### src/logic/pig_pkg.sv
`default_nettype none
package pig_pkg;

  localparam int ADDR_W_DEF = 12;
  localparam int DATA_W     = 32;
  localparam int STRB_W     = DATA_W / 8;
  localparam int NUM_SRC    = 3;

  // register byte offsets
  localparam logic [31:0] OFF_ENABLE = 32'h0000_0014;
  localparam logic [31:0] OFF_RAW    = 32'h0000_0018;
  localparam logic [31:0] OFF_ISC    = 32'h0000_001C;

  // source order inside the source vectors
  localparam int SRC_GEN0  = 0;
  localparam int SRC_GEN1  = 1;
  localparam int SRC_FAULT = 2;

  // bit position of each source in every register
  localparam logic [NUM_SRC-1:0][4:0] SRC_POS = {5'h10, 5'h01, 5'h00};
  // only the fault source is held at this level
  localparam logic [NUM_SRC-1:0]      SRC_LATCH = 3'h4;

  localparam logic [NUM_SRC-1:0] EN_RESET  = 3'h0;
  localparam logic [NUM_SRC-1:0] RAW_RESET = 3'h0;
  localparam logic [DATA_W-1:0]  RDATA_RESET = 32'h0000_0000;

  localparam logic [1:0] RESP_OKAY   = 2'h0;
  localparam logic [1:0] RESP_SLVERR = 2'h2;

  typedef enum logic [0:0] {
    PIG_WR_IDLE = 1'b0,
    PIG_WR_RESP = 1'b1
  } pig_wr_st_t;

  typedef enum logic [0:0] {
    PIG_RD_IDLE = 1'b0,
    PIG_RD_DATA = 1'b1
  } pig_rd_st_t;

endpackage : pig_pkg
`default_nettype wire

### src/logic/pig_src_cell.sv
`timescale 1ns/1ps
`default_nettype none
module pig_src_cell #(
  parameter bit LATCH = 1'b0
) (
  input  wire logic core_clk_in,
  input  wire logic rst_n_in,
  input  wire logic src_in,
  input  wire logic clr_in,
  output var  logic raw_out
);
  import pig_pkg::*;

  typedef struct packed {
    logic raw;
  } pig_cell_st_t;

  pig_cell_st_t cell_reg;
  pig_cell_st_t cell_next;

  always_comb begin
    cell_next = cell_reg;
    if (LATCH) begin
      // set wins over a clear in the same cycle
      cell_next.raw = src_in | (cell_reg.raw & ~clr_in);
    end else begin
      cell_next.raw = src_in;
    end
  end

  always_ff @(posedge core_clk_in) begin
    if (!rst_n_in) begin
      cell_reg.raw <= RAW_RESET[0];
    end else begin
      cell_reg <= cell_next;
    end
  end

  assign raw_out = cell_reg.raw;

endmodule : pig_src_cell
`default_nettype wire

### src/logic/pig_chan_hold.sv
`timescale 1ns/1ps
`default_nettype none
module pig_chan_hold #(
  parameter int W = 32
) (
  input  wire logic         core_clk_in,
  input  wire logic         rst_n_in,
  input  wire logic         valid_in,
  input  wire logic [W-1:0] data_in,
  input  wire logic         take_in,
  output var  logic         ready_out,
  output var  logic         full_out,
  output var  logic [W-1:0] data_out
);
  import pig_pkg::*;

  typedef struct packed {
    logic         full;
    logic         ready;
    logic [W-1:0] data;
  } pig_hold_st_t;

  pig_hold_st_t hold_reg;
  pig_hold_st_t hold_next;

  always_comb begin
    hold_next = hold_reg;
    if (take_in) begin
      hold_next.full = 1'b0;
    end
    if (hold_reg.ready && valid_in) begin
      hold_next.full = 1'b1;
      hold_next.data = data_in;
    end
    // ready is registered, so a held beat blocks the next one
    hold_next.ready = ~hold_next.full;
  end

  always_ff @(posedge core_clk_in) begin
    if (!rst_n_in) begin
      hold_reg <= '0;
    end else begin
      hold_reg <= hold_next;
    end
  end

  assign ready_out = hold_reg.ready;
  assign full_out  = hold_reg.full;
  assign data_out  = hold_reg.data;

endmodule : pig_chan_hold
`default_nettype wire

### src/logic/pig_top.sv
// Implementation choice: the AXI4-Lite interface to the registers.
`timescale 1ns/1ps
`default_nettype none
module pig_top #(
  parameter int ADDR_W = pig_pkg::ADDR_W_DEF
) (
  input  wire logic                       core_clk_in,
  input  wire logic                       rst_n_in,
  input  wire logic                       s_axi_awvalid_in,
  input  wire logic [ADDR_W-1:0]          s_axi_awaddr_in,
  output var  logic                       s_axi_awready_out,
  input  wire logic                       s_axi_wvalid_in,
  input  wire logic [pig_pkg::DATA_W-1:0] s_axi_wdata_in,
  input  wire logic [pig_pkg::STRB_W-1:0] s_axi_wstrb_in,
  output var  logic                       s_axi_wready_out,
  output var  logic                       s_axi_bvalid_out,
  output var  logic [1:0]                 s_axi_bresp_out,
  input  wire logic                       s_axi_bready_in,
  input  wire logic                       s_axi_arvalid_in,
  input  wire logic [ADDR_W-1:0]          s_axi_araddr_in,
  output var  logic                       s_axi_arready_out,
  output var  logic                       s_axi_rvalid_out,
  output var  logic [pig_pkg::DATA_W-1:0] s_axi_rdata_out,
  output var  logic [1:0]                 s_axi_rresp_out,
  input  wire logic                       s_axi_rready_in,
  input  wire logic                       fault_in,
  input  wire logic                       gen0_irq_in,
  input  wire logic                       gen1_irq_in,
  input  wire logic                       fault_clr_in,
  output var  logic                       intr_out
);
  import pig_pkg::*;

  typedef struct packed {
    pig_wr_st_t        wr_st;
    logic [1:0]        bresp;
    pig_rd_st_t        rd_st;
    logic              arready;
    logic [DATA_W-1:0] rdata;
    logic [1:0]        rresp;
    logic [NUM_SRC-1:0] en;
    logic              irq;
  } pig_top_st_t;

  pig_top_st_t top_reg;
  pig_top_st_t top_next;

  logic                aw_full;
  logic [ADDR_W-1:0]   aw_addr;
  logic                w_full;
  logic [DATA_W+STRB_W-1:0] w_beat;
  logic                wr_take;
  logic [NUM_SRC-1:0]  src_level;
  logic [NUM_SRC-1:0]  src_clr;
  logic [NUM_SRC-1:0]  isc_clr;
  logic [NUM_SRC-1:0]  raw;

  function automatic logic [DATA_W-1:0] spread(
    input logic [NUM_SRC-1:0] v
  );
    logic [DATA_W-1:0] o;
    o = '0;
    for (int i = 0; i < NUM_SRC; i++) begin
      o[SRC_POS[i]] = v[i];
    end
    // reserved positions read as zero
    return o;
  endfunction : spread

  function automatic logic [NUM_SRC-1:0] gather(
    input logic [DATA_W-1:0] v
  );
    logic [NUM_SRC-1:0] o;
    o = '0;
    for (int i = 0; i < NUM_SRC; i++) begin
      o[i] = v[SRC_POS[i]];
    end
    return o;
  endfunction : gather

  function automatic logic [DATA_W-1:0] lane_mask(
    input logic [STRB_W-1:0] s
  );
    logic [DATA_W-1:0] m;
    m = '0;
    for (int b = 0; b < STRB_W; b++) begin
      m[b*8 +: 8] = {8{s[b]}};
    end
    return m;
  endfunction : lane_mask

  function automatic logic hit(
    input logic [ADDR_W-1:0] a,
    input logic [31:0]       off
  );
    // low two address bits are ignored: word access only
    return a[ADDR_W-1:2] == off[ADDR_W-1:2];
  endfunction : hit

  pig_chan_hold #(
    .W (ADDR_W)
  ) u_aw_hold (
    .core_clk_in (core_clk_in),
    .rst_n_in    (rst_n_in),
    .valid_in    (s_axi_awvalid_in),
    .data_in     (s_axi_awaddr_in),
    .take_in     (wr_take),
    .ready_out   (s_axi_awready_out),
    .full_out    (aw_full),
    .data_out    (aw_addr)
  );

  pig_chan_hold #(
    .W (DATA_W + STRB_W)
  ) u_w_hold (
    .core_clk_in (core_clk_in),
    .rst_n_in    (rst_n_in),
    .valid_in    (s_axi_wvalid_in),
    .data_in     ({s_axi_wstrb_in, s_axi_wdata_in}),
    .take_in     (wr_take),
    .ready_out   (s_axi_wready_out),
    .full_out    (w_full),
    .data_out    (w_beat)
  );

  // source vector: nothing else feeds the module interrupt
  assign src_level[SRC_GEN0]  = gen0_irq_in;
  assign src_level[SRC_GEN1]  = gen1_irq_in;
  assign src_level[SRC_FAULT] = fault_in;

  // write is done once both halves are held and no response waits
  assign wr_take = aw_full & w_full & (top_reg.wr_st == PIG_WR_IDLE);

  always_comb begin
    logic [DATA_W-1:0] wmask;
    logic [DATA_W-1:0] wdata;
    wmask   = lane_mask(w_beat[DATA_W +: STRB_W]);
    wdata   = w_beat[DATA_W-1:0];
    isc_clr = '0;
    if (wr_take && hit(aw_addr, OFF_ISC)) begin
      // zeros and non-latched positions are ignored
      isc_clr = gather(wdata & wmask) & SRC_LATCH;
    end
  end

  assign src_clr = isc_clr | ({NUM_SRC{fault_clr_in}} & SRC_LATCH);

  genvar gi;
  generate
    for (gi = 0; gi < NUM_SRC; gi++) begin : g_src
      pig_src_cell #(
        .LATCH (SRC_LATCH[gi])
      ) u_cell (
        .core_clk_in (core_clk_in),
        .rst_n_in    (rst_n_in),
        .src_in      (src_level[gi]),
        .clr_in      (src_clr[gi]),
        .raw_out     (raw[gi])
      );
    end
  endgenerate

  always_comb begin
    logic [DATA_W-1:0] wmask;
    logic [DATA_W-1:0] wdata;
    logic [NUM_SRC-1:0] en_mask;
    wmask    = lane_mask(w_beat[DATA_W +: STRB_W]);
    wdata    = w_beat[DATA_W-1:0];
    en_mask  = gather(wmask);
    top_next = top_reg;

    // write channel
    if (wr_take) begin
      top_next.wr_st = PIG_WR_RESP;
      top_next.bresp = RESP_OKAY;
      if (hit(aw_addr, OFF_ENABLE)) begin
        // only enabled lanes change; reserved bits are not stored
        top_next.en = (gather(wdata) & en_mask) |
                      (top_reg.en & ~en_mask);
      end else if (hit(aw_addr, OFF_RAW) || hit(aw_addr, OFF_ISC)) begin
        // raw is read-only; the isc clear goes to the cells
        top_next.bresp = RESP_OKAY;
      end else begin
        top_next.bresp = RESP_SLVERR;
      end
    end else if (top_reg.wr_st == PIG_WR_RESP && s_axi_bready_in) begin
      top_next.wr_st = PIG_WR_IDLE;
    end

    // read channel
    case (top_reg.rd_st)
      PIG_RD_IDLE: begin
        top_next.arready = 1'b1;
        if (top_reg.arready && s_axi_arvalid_in) begin
          top_next.rd_st   = PIG_RD_DATA;
          top_next.arready = 1'b0;
          top_next.rresp   = RESP_OKAY;
          if (hit(s_axi_araddr_in, OFF_ENABLE)) begin
            top_next.rdata = spread(top_reg.en);
          end else if (hit(s_axi_araddr_in, OFF_RAW)) begin
            top_next.rdata = spread(raw);
          end else if (hit(s_axi_araddr_in, OFF_ISC)) begin
            top_next.rdata = spread(raw & top_reg.en);
          end else begin
            top_next.rdata = RDATA_RESET;
            top_next.rresp = RESP_SLVERR;
          end
        end
      end
      PIG_RD_DATA: begin
        top_next.arready = 1'b0;
        if (s_axi_rready_in) begin
          top_next.rd_st = PIG_RD_IDLE;
        end
      end
      default: begin
        top_next.rd_st   = PIG_RD_IDLE;
        top_next.arready = 1'b0;
      end
    endcase

    // each source gated by its own enable, then ORed
    top_next.irq = |(raw & top_reg.en);
  end

  always_ff @(posedge core_clk_in) begin
    if (!rst_n_in) begin
      top_reg.wr_st   <= PIG_WR_IDLE;
      top_reg.bresp   <= RESP_OKAY;
      top_reg.rd_st   <= PIG_RD_IDLE;
      top_reg.arready <= 1'b0;
      top_reg.rdata   <= RDATA_RESET;
      top_reg.rresp   <= RESP_OKAY;
      top_reg.en      <= EN_RESET;
      top_reg.irq     <= 1'b0;
    end else begin
      top_reg <= top_next;
    end
  end

  assign s_axi_bvalid_out  = (top_reg.wr_st == PIG_WR_RESP);
  assign s_axi_bresp_out   = top_reg.bresp;
  assign s_axi_arready_out = top_reg.arready;
  assign s_axi_rvalid_out  = (top_reg.rd_st == PIG_RD_DATA);
  assign s_axi_rdata_out   = top_reg.rdata;
  assign s_axi_rresp_out   = top_reg.rresp;
  assign intr_out          = top_reg.irq;

endmodule : pig_top
`default_nettype wire

### config.mk
export PLATFORM = sky130hd
export DESIGN_NAME = pig_top
export DESIGN_NICKNAME = d
export VERILOG_FILES = /design/src/logic/pig_pkg.sv /design/src/logic/pig_src_cell.sv /design/src/logic/pig_chan_hold.sv /design/src/logic/pig_top.sv
export SDC_FILE = /design/constraint.sdc
export NUM_CORES = 1
export LEC_CHECK = 0
export ABC_AREA = 1
export BUFFER_PORTS_ARGS = -buffer_cell sky130_fd_sc_hd__buf_2
export CAP_MARGIN = 20
export CORE_MARGIN = 2
export CORE_UTILIZATION = 51
export DETAILED_ROUTE_END_ITERATION = 10
export PLACE_DENSITY = 0.82
export RECOVER_POWER = 100
export REMOVE_ABC_BUFFERS = 1
export SLEW_MARGIN = 40
export SYNTH_ARGS = -nofsm -noshare
export SYNTH_HDL_FRONTEND = slang
export SYNTH_HIERARCHICAL = 1
export SYNTH_SLANG_ARGS = --single-unit
export TNS_END_PERCENT = 10
### constraint.sdc
create_clock -name core_clk_in -period 1.6 [get_ports core_clk_in]
set_input_delay 0.48 -clock core_clk_in [delete_from_list [all_inputs] [get_ports core_clk_in]]
set_output_delay 0.48 -clock core_clk_in [all_outputs]
set_load 0.02 [all_outputs]
# [Word level (Yosys, flattened, before mapping)]
# Cells that the tools add are included.
[classes] n_eq_ne=6 muxes=18 n_bitwise=16 n_reduce_logical=10
[ops] cell="10-bit by 3-bit equality test with 1-bit output, second input constant" n=6
[ops] cell="17-bit two-way mux" n=3
[ops] cell="36-bit two-way mux" n=1
[ops] cell="17-bit bitwise AND" n=1
[ops] cell="2-bit two-way mux" n=5
[ops] cell="3-bit bitwise AND" n=3
[ops] cell="1-bit two-way mux" n=7
[ops] cell="3-bit OR" n=2
[ops] cell="1-bit logical AND" n=5
[ops] cell="1-bit NOT" n=5
[ops] cell="2-bit case mux with 2 select lines" n=1
[ops] cell="2-bit AND reduction" n=2
[ops] cell="1-bit bitwise AND" n=3
[ops] cell="3-bit two-way mux" n=1
[ops] cell="3-bit NOT" n=1
[ops] cell="3-bit OR reduction" n=1
[ops] cell="2-bit nonzero test" n=1
[ops] cell="1-bit logical OR" n=1
[ops] cell="1-bit OR" n=1
[word_totals] ff_bits=97 elab_cells=67

# [Longest topological paths before layout]
# Gate-level depths: netlist (run 1).
[depth] word_depth=8 depth_mapped=8 mapped_depth_nobuf=8

# [By module]
# Netlist (run 1), hierarchy kept.
[by_module_without_submodules] module="pig_chan_hold (u_w_hold)" n_inst=1 cells_each=237 area_per_inst_um2=1556.5
[by_module_without_submodules] module="pig_top" n_inst=1 cells_each=138 area_per_inst_um2=962.2
[by_module_without_submodules] module="pig_chan_hold (u_aw_hold)" n_inst=1 cells_each=84 area_per_inst_um2=559.3
[by_module_without_submodules] module="pig_src_cell (g_src[0].u_cell ...)" n_inst=2 cells_each=3 area_per_inst_um2=27.5
[by_module_without_submodules] module="pig_src_cell (g_src[2].u_cell)" n_inst=1 cells_each=6 area_per_inst_um2=43.8

# [Least setup slack after synthesis (run 1)]
# Ideal clock, no wire load.
[synth_path] path_type="flip-flop to flip-flop" start="register top_reg, in the netlist s_axi_bvalid_out" end="register, netlist name g_src[2].u_cell/raw_out" setup_ns=0.114 arrival_time_ns=1.080 required_ns=1.486 path_slack_ns=0.406 path_stages_with_launch=8 n_path_buf=0 period_less_slack_ns=1.194 path_cell_list="dfxtp_1 nor2_4 nand2_1 nor3_1 a31o_2 inv_1 nand2_1 a21oi_2"
[synth_between] elab_chain_cells=8
[synth_lines] item="start, declared" line="pig_top.sv:45" source="pig_top_st_t top_reg;"
[synth_lines] item="start signal, assigned" line="pig_top.sv:237" source="top_reg <= top_next;"
[synth_lines] item="1-bit NOT" line="pig_top.sv:132" source="assign wr_take = aw_full & w_full & (top_reg.wr_st == PIG_WR_IDLE);"
[synth_lines] item="1-bit bitwise AND" line="pig_top.sv:132"
[synth_lines] item="1-bit logical AND" line="pig_top.sv:140" source="if (wr_take && hit(aw_addr, OFF_ISC)) begin"
[synth_lines] item="3-bit two-way mux" line="pig_top.sv:140"
[synth_lines] item="3-bit OR" line="pig_top.sv:146" source="assign src_clr = isc_clr | ({NUM_SRC{fault_clr_in}} & SRC_LATCH);"
[synth_lines] item="named net src_clr[2]" line="pig_top.sv:54" source="logic [NUM_SRC-1:0] src_clr;"
[synth_lines] item="1-bit NOT" line="pig_src_cell.sv:25" source="cell_next.raw = src_in | (cell_reg.raw & ~clr_in);"
[synth_lines] item="1-bit bitwise AND" line="pig_src_cell.sv:25"
[synth_lines] item="1-bit OR" line="pig_src_cell.sv:25"
# The timed path passes the listed nets, and every way through them passes these cells.
# A chain may end at the register's enable or synchronous reset.

# [Worst setup path in the final report (run 1)]
[layout_path] start="register top_reg, in the netlist s_axi_bvalid_out" end="output port s_axi_bvalid_out"
[layout_lines] item="end, declared" line="pig_top.sv:16" source="output var logic s_axi_bvalid_out,"
# No word-level cell between the ends.

==> results of run 1 <==
==> worst min-delay path by stage <==
stage                               startpoint  slack, ns  cells after the start           endpoint
final                          s_axi_rready_in       0.38                      2   s_axi_rvalid_out
after global routing           s_axi_rready_in       0.37                      2   s_axi_rvalid_out
after CTS                      s_axi_rready_in       0.37                      2   s_axi_rvalid_out
after detailed placement     u_w_hold/full_out       0.48                      2  u_w_hold/full_out
after global placement    u_w_hold/data_out[0]       0.47                      2           register
after floorplan           u_w_hold/data_out[0]       0.45                      2           register
==> metrics by stage <==
step                power, mW  hold slack, ns  area [um^2]  instances  worst slack, ns
finish                  1.877          0.3820         1991        355           0.1908
global route            1.971          0.3727         1991        355           0.1022
CTS                     1.903          0.3725         2012        355           0.2482
detailed placement      1.273          0.4790         1921        347           0.2140
global placement        1.266          0.4677         1921        347           0.2545
floorplan               1.169          0.4534         1615        251           0.4062
==> state kept, by name, summed over array words and instances, names as in the netlist, 3 cells and up, named ones only <==
| signal | cells |
|---|---|
| g_src.u_cell/raw_out | 3 |
| s_axi_rdata_out | 3 |
| u_aw_hold/data_out | 10 |
| u_w_hold/data_out | 5 |
==> report_power, final <==
part / switching [mW] / internal [mW]
logic: 0.219 / 0.0964
clock network: 0.284 / 0.346
registers: 0.0301 / 0.902
==> metal layers <==
layer / part of all wire / vias up / track usage
met4: 0.024 / 0 / 0.09574
met3: 0.072 / 7 / 0.03819
met5: 0 / - / 0
met1: 0.42 / 632 / 0.1582
met2: 0.48 / 56 / 0.2682
li1: - / 805 / -
==> final cells by class <==
cell class,instances,area (um^2)
Inverter,41,153.9
Multi-Input combinational cell,176,780.7
Clock inverter,1,5.005
Clock buffer,7,86.33
Timing Repair Buffer,48,224.0
Sequential cell,34,680.7
Tap cell,48,60.06
Fill cell,363,1615
==> metrics.md, run 1 <==
| Metric | Value |
|---|---|
| Outcome | `finished clean` |
| Clk sink count | `34` |
| DIE AREA | `around 4200 um^2` |
| # rows | `22` |
| CTS root buf | `clkbuf_8` |
| Worst vdd ir | `between 0.5 and 0.6 mV` |
| Initial antenna violation count | `0` |
| Routed vias | `1500` |
| Reg2reg path depth | `8` |
| Initial core utilization | `0.5194` |
| Slew Viols, Final | `0` |
| Period utilization | `0.8808` |
| First-pass detailed-route iteration total | `4` |
| Yosys warns | `6` |
| PwrDens | `roughly 940 nW/um^2` |
| CTS tree | `yes` |
| Routed Antenna Nets | `0` |
| Total gr overflow | `0` |
| CP endpoint kind | `output port` |
| CTS Buf Count | `5` |
| Most frequent cells in the layout | `61 x nand2_1, 49 x nor2_1, 41 x inv_1` |
| Core area | `3606 um^2` |
| Ant. Diodes | `0` |
| Slowest CP cell | `dfxtp_1` |
| Worst Setup SP | `s_axi_bvalid_out` |
| RSZ-0062 raised after global routing | `no` |
| Crit path buf inv count | `1` |
| DR vias/cell | `approximately 4.2` |
| Worst-Margin Slew | `between 0.7 and 0.8 ns` |
| Crit path kind | `reg2out` |
| Die width | `64.60 um` |
| Starting DRC count in detailed routing | `27` |
| Clock transition at path regs | `0.06 ns` |
| Post-DP HPWL | `~2300 um` |
| Largest stage delay on the critical path | `0.40 ns` |
| Die Y | `about 65 um` |
| Routability cong. | `0.7386` |
| Gr usage total | `0.1510` |
| Final WL | `2979 um` |
| Layout area overhead | `6.279%` |
| WP data arrival | `slightly above 0.9 ns` |
| Setup TNS | `0 ns` |
| Fin nets | `between 300 and 400` |
| Buffers on Ports | `46` |
| Vias in the first global route | `1218` |
| Cell Area, Synth | `about 1900 um^2` |
| Max-cap violation count | `0` |
| P_leak | `1.098 nW` |
| CTS Buffer Depth | `2` |
| Finish-stage setup viols | `0` |
| Critical path fanouts, max | `3` |
| Clk Latency, worst-skew pair | `around 0.28 ns` |
| Largest net degree at the start of global routing | `23` |
| Commonest non-fill, non-tap cell in the layout | `nand2_1` |
| Global-route wire length before repair | `~4800 um` |
| # IOs | `about 110` |
| Final Skew | `between 0.006 and 0.007 ns` |
| FF-to-FF End | `g_src[2].u_cell/raw_out` |
| Critical Path Source Type | `register` |
| Residual DRC count | `0` |
| CP required | `1.12 ns` |
| F_max | `709.6 MHz` |
| Crit path depth | `1` |
| Crit Reg-Reg Startpoint | `u_aw_hold/full_out` |
| Htree depth | `2` |
| Hold Buf Count CTS | `0` |
| Wire per inst | `~8.4 um` |
| Mean Syn Cell Area | `between 6 and 7 um^2` |
| Worst slew margin | `0.5033` |
| Fraction of layout cells with a size suffix above 1 | `0.1661` |
| Tightest Hold Check Type | `in2reg` |
| Flop-to-flop setup slack | `roughly 0.30 ns` |
| Synth Instances | `270` |
| Critical path's top delay family | `flip-flops` |
| Fin. Hold Viols | `0` |
| Core Util, Final | `0.5520` |
| CP Cell Sequence | `clkbuf_1` |
| Crit path capture | `s_axi_bvalid_out` |
| Number of gates resized after CTS | `0` |
| Post-CTS Setup Repair Bufs | `0` |
| Post-route minimum period | `1.409 ns` |
(Power assumes the default switching activity.)
==> run 2, diff against run 1 <==
--- a/config.mk
+++ b/config.mk
@@ -5,7 +5,7 @@
 export SDC_FILE = /design/constraint.sdc
 export NUM_CORES = 1
 export LEC_CHECK = 0
-export ABC_AREA = 1
+export ABC_AREA = 0
 export BUFFER_PORTS_ARGS = -buffer_cell sky130_fd_sc_hd__buf_2
 export CAP_MARGIN = 20
 export CORE_MARGIN = 2
@@ -14,6 +14,7 @@
 export PLACE_DENSITY = 0.82
 export RECOVER_POWER = 100
 export REMOVE_ABC_BUFFERS = 1
+export SKIP_CTS_REPAIR_TIMING = 1
 export SLEW_MARGIN = 40
 export SYNTH_ARGS = -nofsm -noshare
 export SYNTH_HDL_FRONTEND = slang
==> metrics.md, run 2 <==
| Metric | Value |
|---|---|
| Residual DRC count | `0` |
| RSZ-0062 raised after global routing | `yes` |
| Vias in the first global route | `1105` |
| Worst-Margin Slew | `approximately 0.60 ns` |
| Largest net degree at the start of global routing | `26` |
| WP data arrival | `1.81 ns` |
| Ant. Diodes | `0` |
| Synth Instances | `roughly 200` |
| Reg2reg path depth | `5` |
| Final Skew | `about 0.0069 ns` |
| Max reg flops | `10` |
| Hold WS | `between 0.3 and 0.4 ns` |
| Slowest CP cell | `or4b_4` |
| Fin. Hold Viols | `0` |
| CTS tree | `yes` |
| Fraction of layout cells with a size suffix above 1 | `0.2468` |
| Die Y | `between 60 and 70 um` |
| Final WL | `between 3000 and 4000 um` |
| Wire per inst | `roughly 11 um` |
| Hold_sp | `gen0_irq_in` |
| First-pass detailed-route iteration total | `4` |
| Post-route minimum period | `1.576 ns` |
| PwrDens | `roughly 890 nW/um^2` |
| Clock transition at path regs | `~0.080 ns` |
| Tightest Hold Check Type | `in2reg` |
| # rows | `21` |
| Post-DP HPWL | `about 2300 um` |
| Critical Path Source Type | `register` |
| F_max | `634.6 MHz` |
| Layout area overhead | `0.5470%` |
| Die width | `approximately 64 um` |
| Crit path buf inv count | `0` |
| Outcome | `finished clean` |
| Global-route wire length before repair | `slightly below 5000 um` |
| GRT met3 Usage | `0.05458` |
| Largest stage delay on the critical path | `approximately 0.6 ns` |
| CTS Buffer Depth | `2` |
| Initial antenna violation count | `0` |
| Routed Antenna Nets | `0` |
| Met1 Usage GRT | `0.1850` |
| CP endpoint kind | `register` |
| DR vias/cell | `~4.7` |
| Flop-to-flop setup slack | `0.02 ns` |
| Cell Int Power | `1.167 mW` |
| DIE AREA | `4082 um^2` |
| Sink of the worst hold path | `g_src[0].u_cell/raw_out` |
| Htree depth | `2` |
| Finished Layout Cells | `277` |
| Commonest non-fill, non-tap cell in the layout | `buf_2` |
| Combinational share of power | `0.160` |
| P_leak | `slightly below 0.8 nW` |
| Total gr overflow | `0` |
| Met2 Use GR | `0.2409` |
| Fin nets | `approximately 300` |
| Critical path's top delay family | `simple AND/OR/NAND/NOR gates` |
| Routed vias | `around 1300` |
| Starting DRC count in detailed routing | `48` |
| Worst vdd ir | `approximately 0.53 mV` |
| Period utilization | `0.9849` |
| Placed cells | `between 200 and 300` |
| Crit path kind | `reg2reg` |
| CP Cell Sequence | `or4b_4 > nor2_4 > a41o_1 > nor2b_4 > o21a_1` |
| Slew Viols, Final | `0` |
| CP required | `between 1.5 and 2 ns` |
| Buffers on Ports | `46` |
| CTS root buf | `clkbuf_4` |
| Gr usage total | `0.1554` |
| Clock group share of total power | `0.280` |
| Max-cap violation count | `0` |
| Cell Area, Synth | `about 1800 um^2` |
| Yosys warns | `6` |
| Reg power frac | `0.560` |
| FF-to-FF End | `g_src[2].u_cell/raw_out` |
| Mean Syn Cell Area | `9.011 um^2` |
| # IOs | `113` |
| Clk sink count | `34` |
| Initial core utilization | `0.5397` |
| Clk Latency, worst-skew pair | `approximately 0.34 ns` |
| Crit Reg-Reg Startpoint | `u_aw_hold/data_out[7]` |
| Filler Cell Count | `338` |
| Psw | `~0.46 mW` |
| Finish-stage setup viols | `0` |
| CTS Buf Count | `5` |
| Critical path fanouts, max | `3` |
| Worst slew margin | `0.5969` |
| Worst hold path depth | `2` |
| Most frequent cells in the layout | `35 x buf_2, 34 x dfxtp_1, 31 x conb_1` |
| Routability cong. | `about 0.81` |
| GRT busiest layer | `met2` |
| Core area | `between 3000 and 4000 um^2` |
| Switching share of power | `0.2837` |
-- run 2: routing by layer --
layer / routed length (um) / vias to the layer above
met3: 228 / 8
met2: 1482 / 45
met4: 64 / 0
li1: - / 681
met5: 0 / -
met1: 1285 / 575
-- run 2: power by group through the flow --
stage / clock, mW / sequential, mW / combinational (mW)
finish: 0.457 / 0.912 / 0.261
floorplan: 0 / 0.945 / 0.150
detailed placement: 0 / 0.931 / 0.267
global placement: 0 / 0.930 / 0.263
global route: 0.505 / 0.917 / 0.286
CTS: 0.473 / 0.912 / 0.269
-- run 2: how the worst max path moves through the flow --
stage	from	to	cells after the start
after floorplan	u_aw_hold/data_out[9]	g_src[2].u_cell/raw_out	5
after global placement	u_aw_hold/data_out[9]	g_src[2].u_cell/raw_out	5
after detailed placement	u_aw_hold/data_out[9]	g_src[2].u_cell/raw_out	5
after CTS	u_aw_hold/data_out[9]	g_src[2].u_cell/raw_out	5
after global routing	u_aw_hold/data_out[7]	g_src[2].u_cell/raw_out	5
final	u_aw_hold/data_out[7]	g_src[2].u_cell/raw_out	5
-- run 2: area by class of cell --
type / count / area [um^2] / share of cell area
multi-input combinational: 137 / 793.3 / 0.4313
sequential: 34 / 680.7 / 0.3701
tap: 46 / 57.56 / 0.03129
inverter: 4 / 15.01 / 0.008163
timing repair buffer: 50 / 241.5 / 0.1313
clock buffer: 6 / 51.30 / 0.02789
-- run 2: through the flow --
stage / setup TNS (ns) / total power, mW / instance area (um^2) / utilization / setup slack (ns)
global placement: 0 / 1.193 / 1812 / 0.5345 / 0.008647
floorplan: 0 / 1.095 / 1501 / - / 0.09064
finish: 0 / 1.630 / 1839 / 0.5426 / 0.02417
CTS: -0.02415 / 1.654 / 1863 / 0.5496 / -0.02415
global route: -0.04175 / 1.708 / 1839 / 0.5426 / -0.03019
detailed placement: -0.006863 / 1.198 / 1812 / 0.5345 / -0.006863
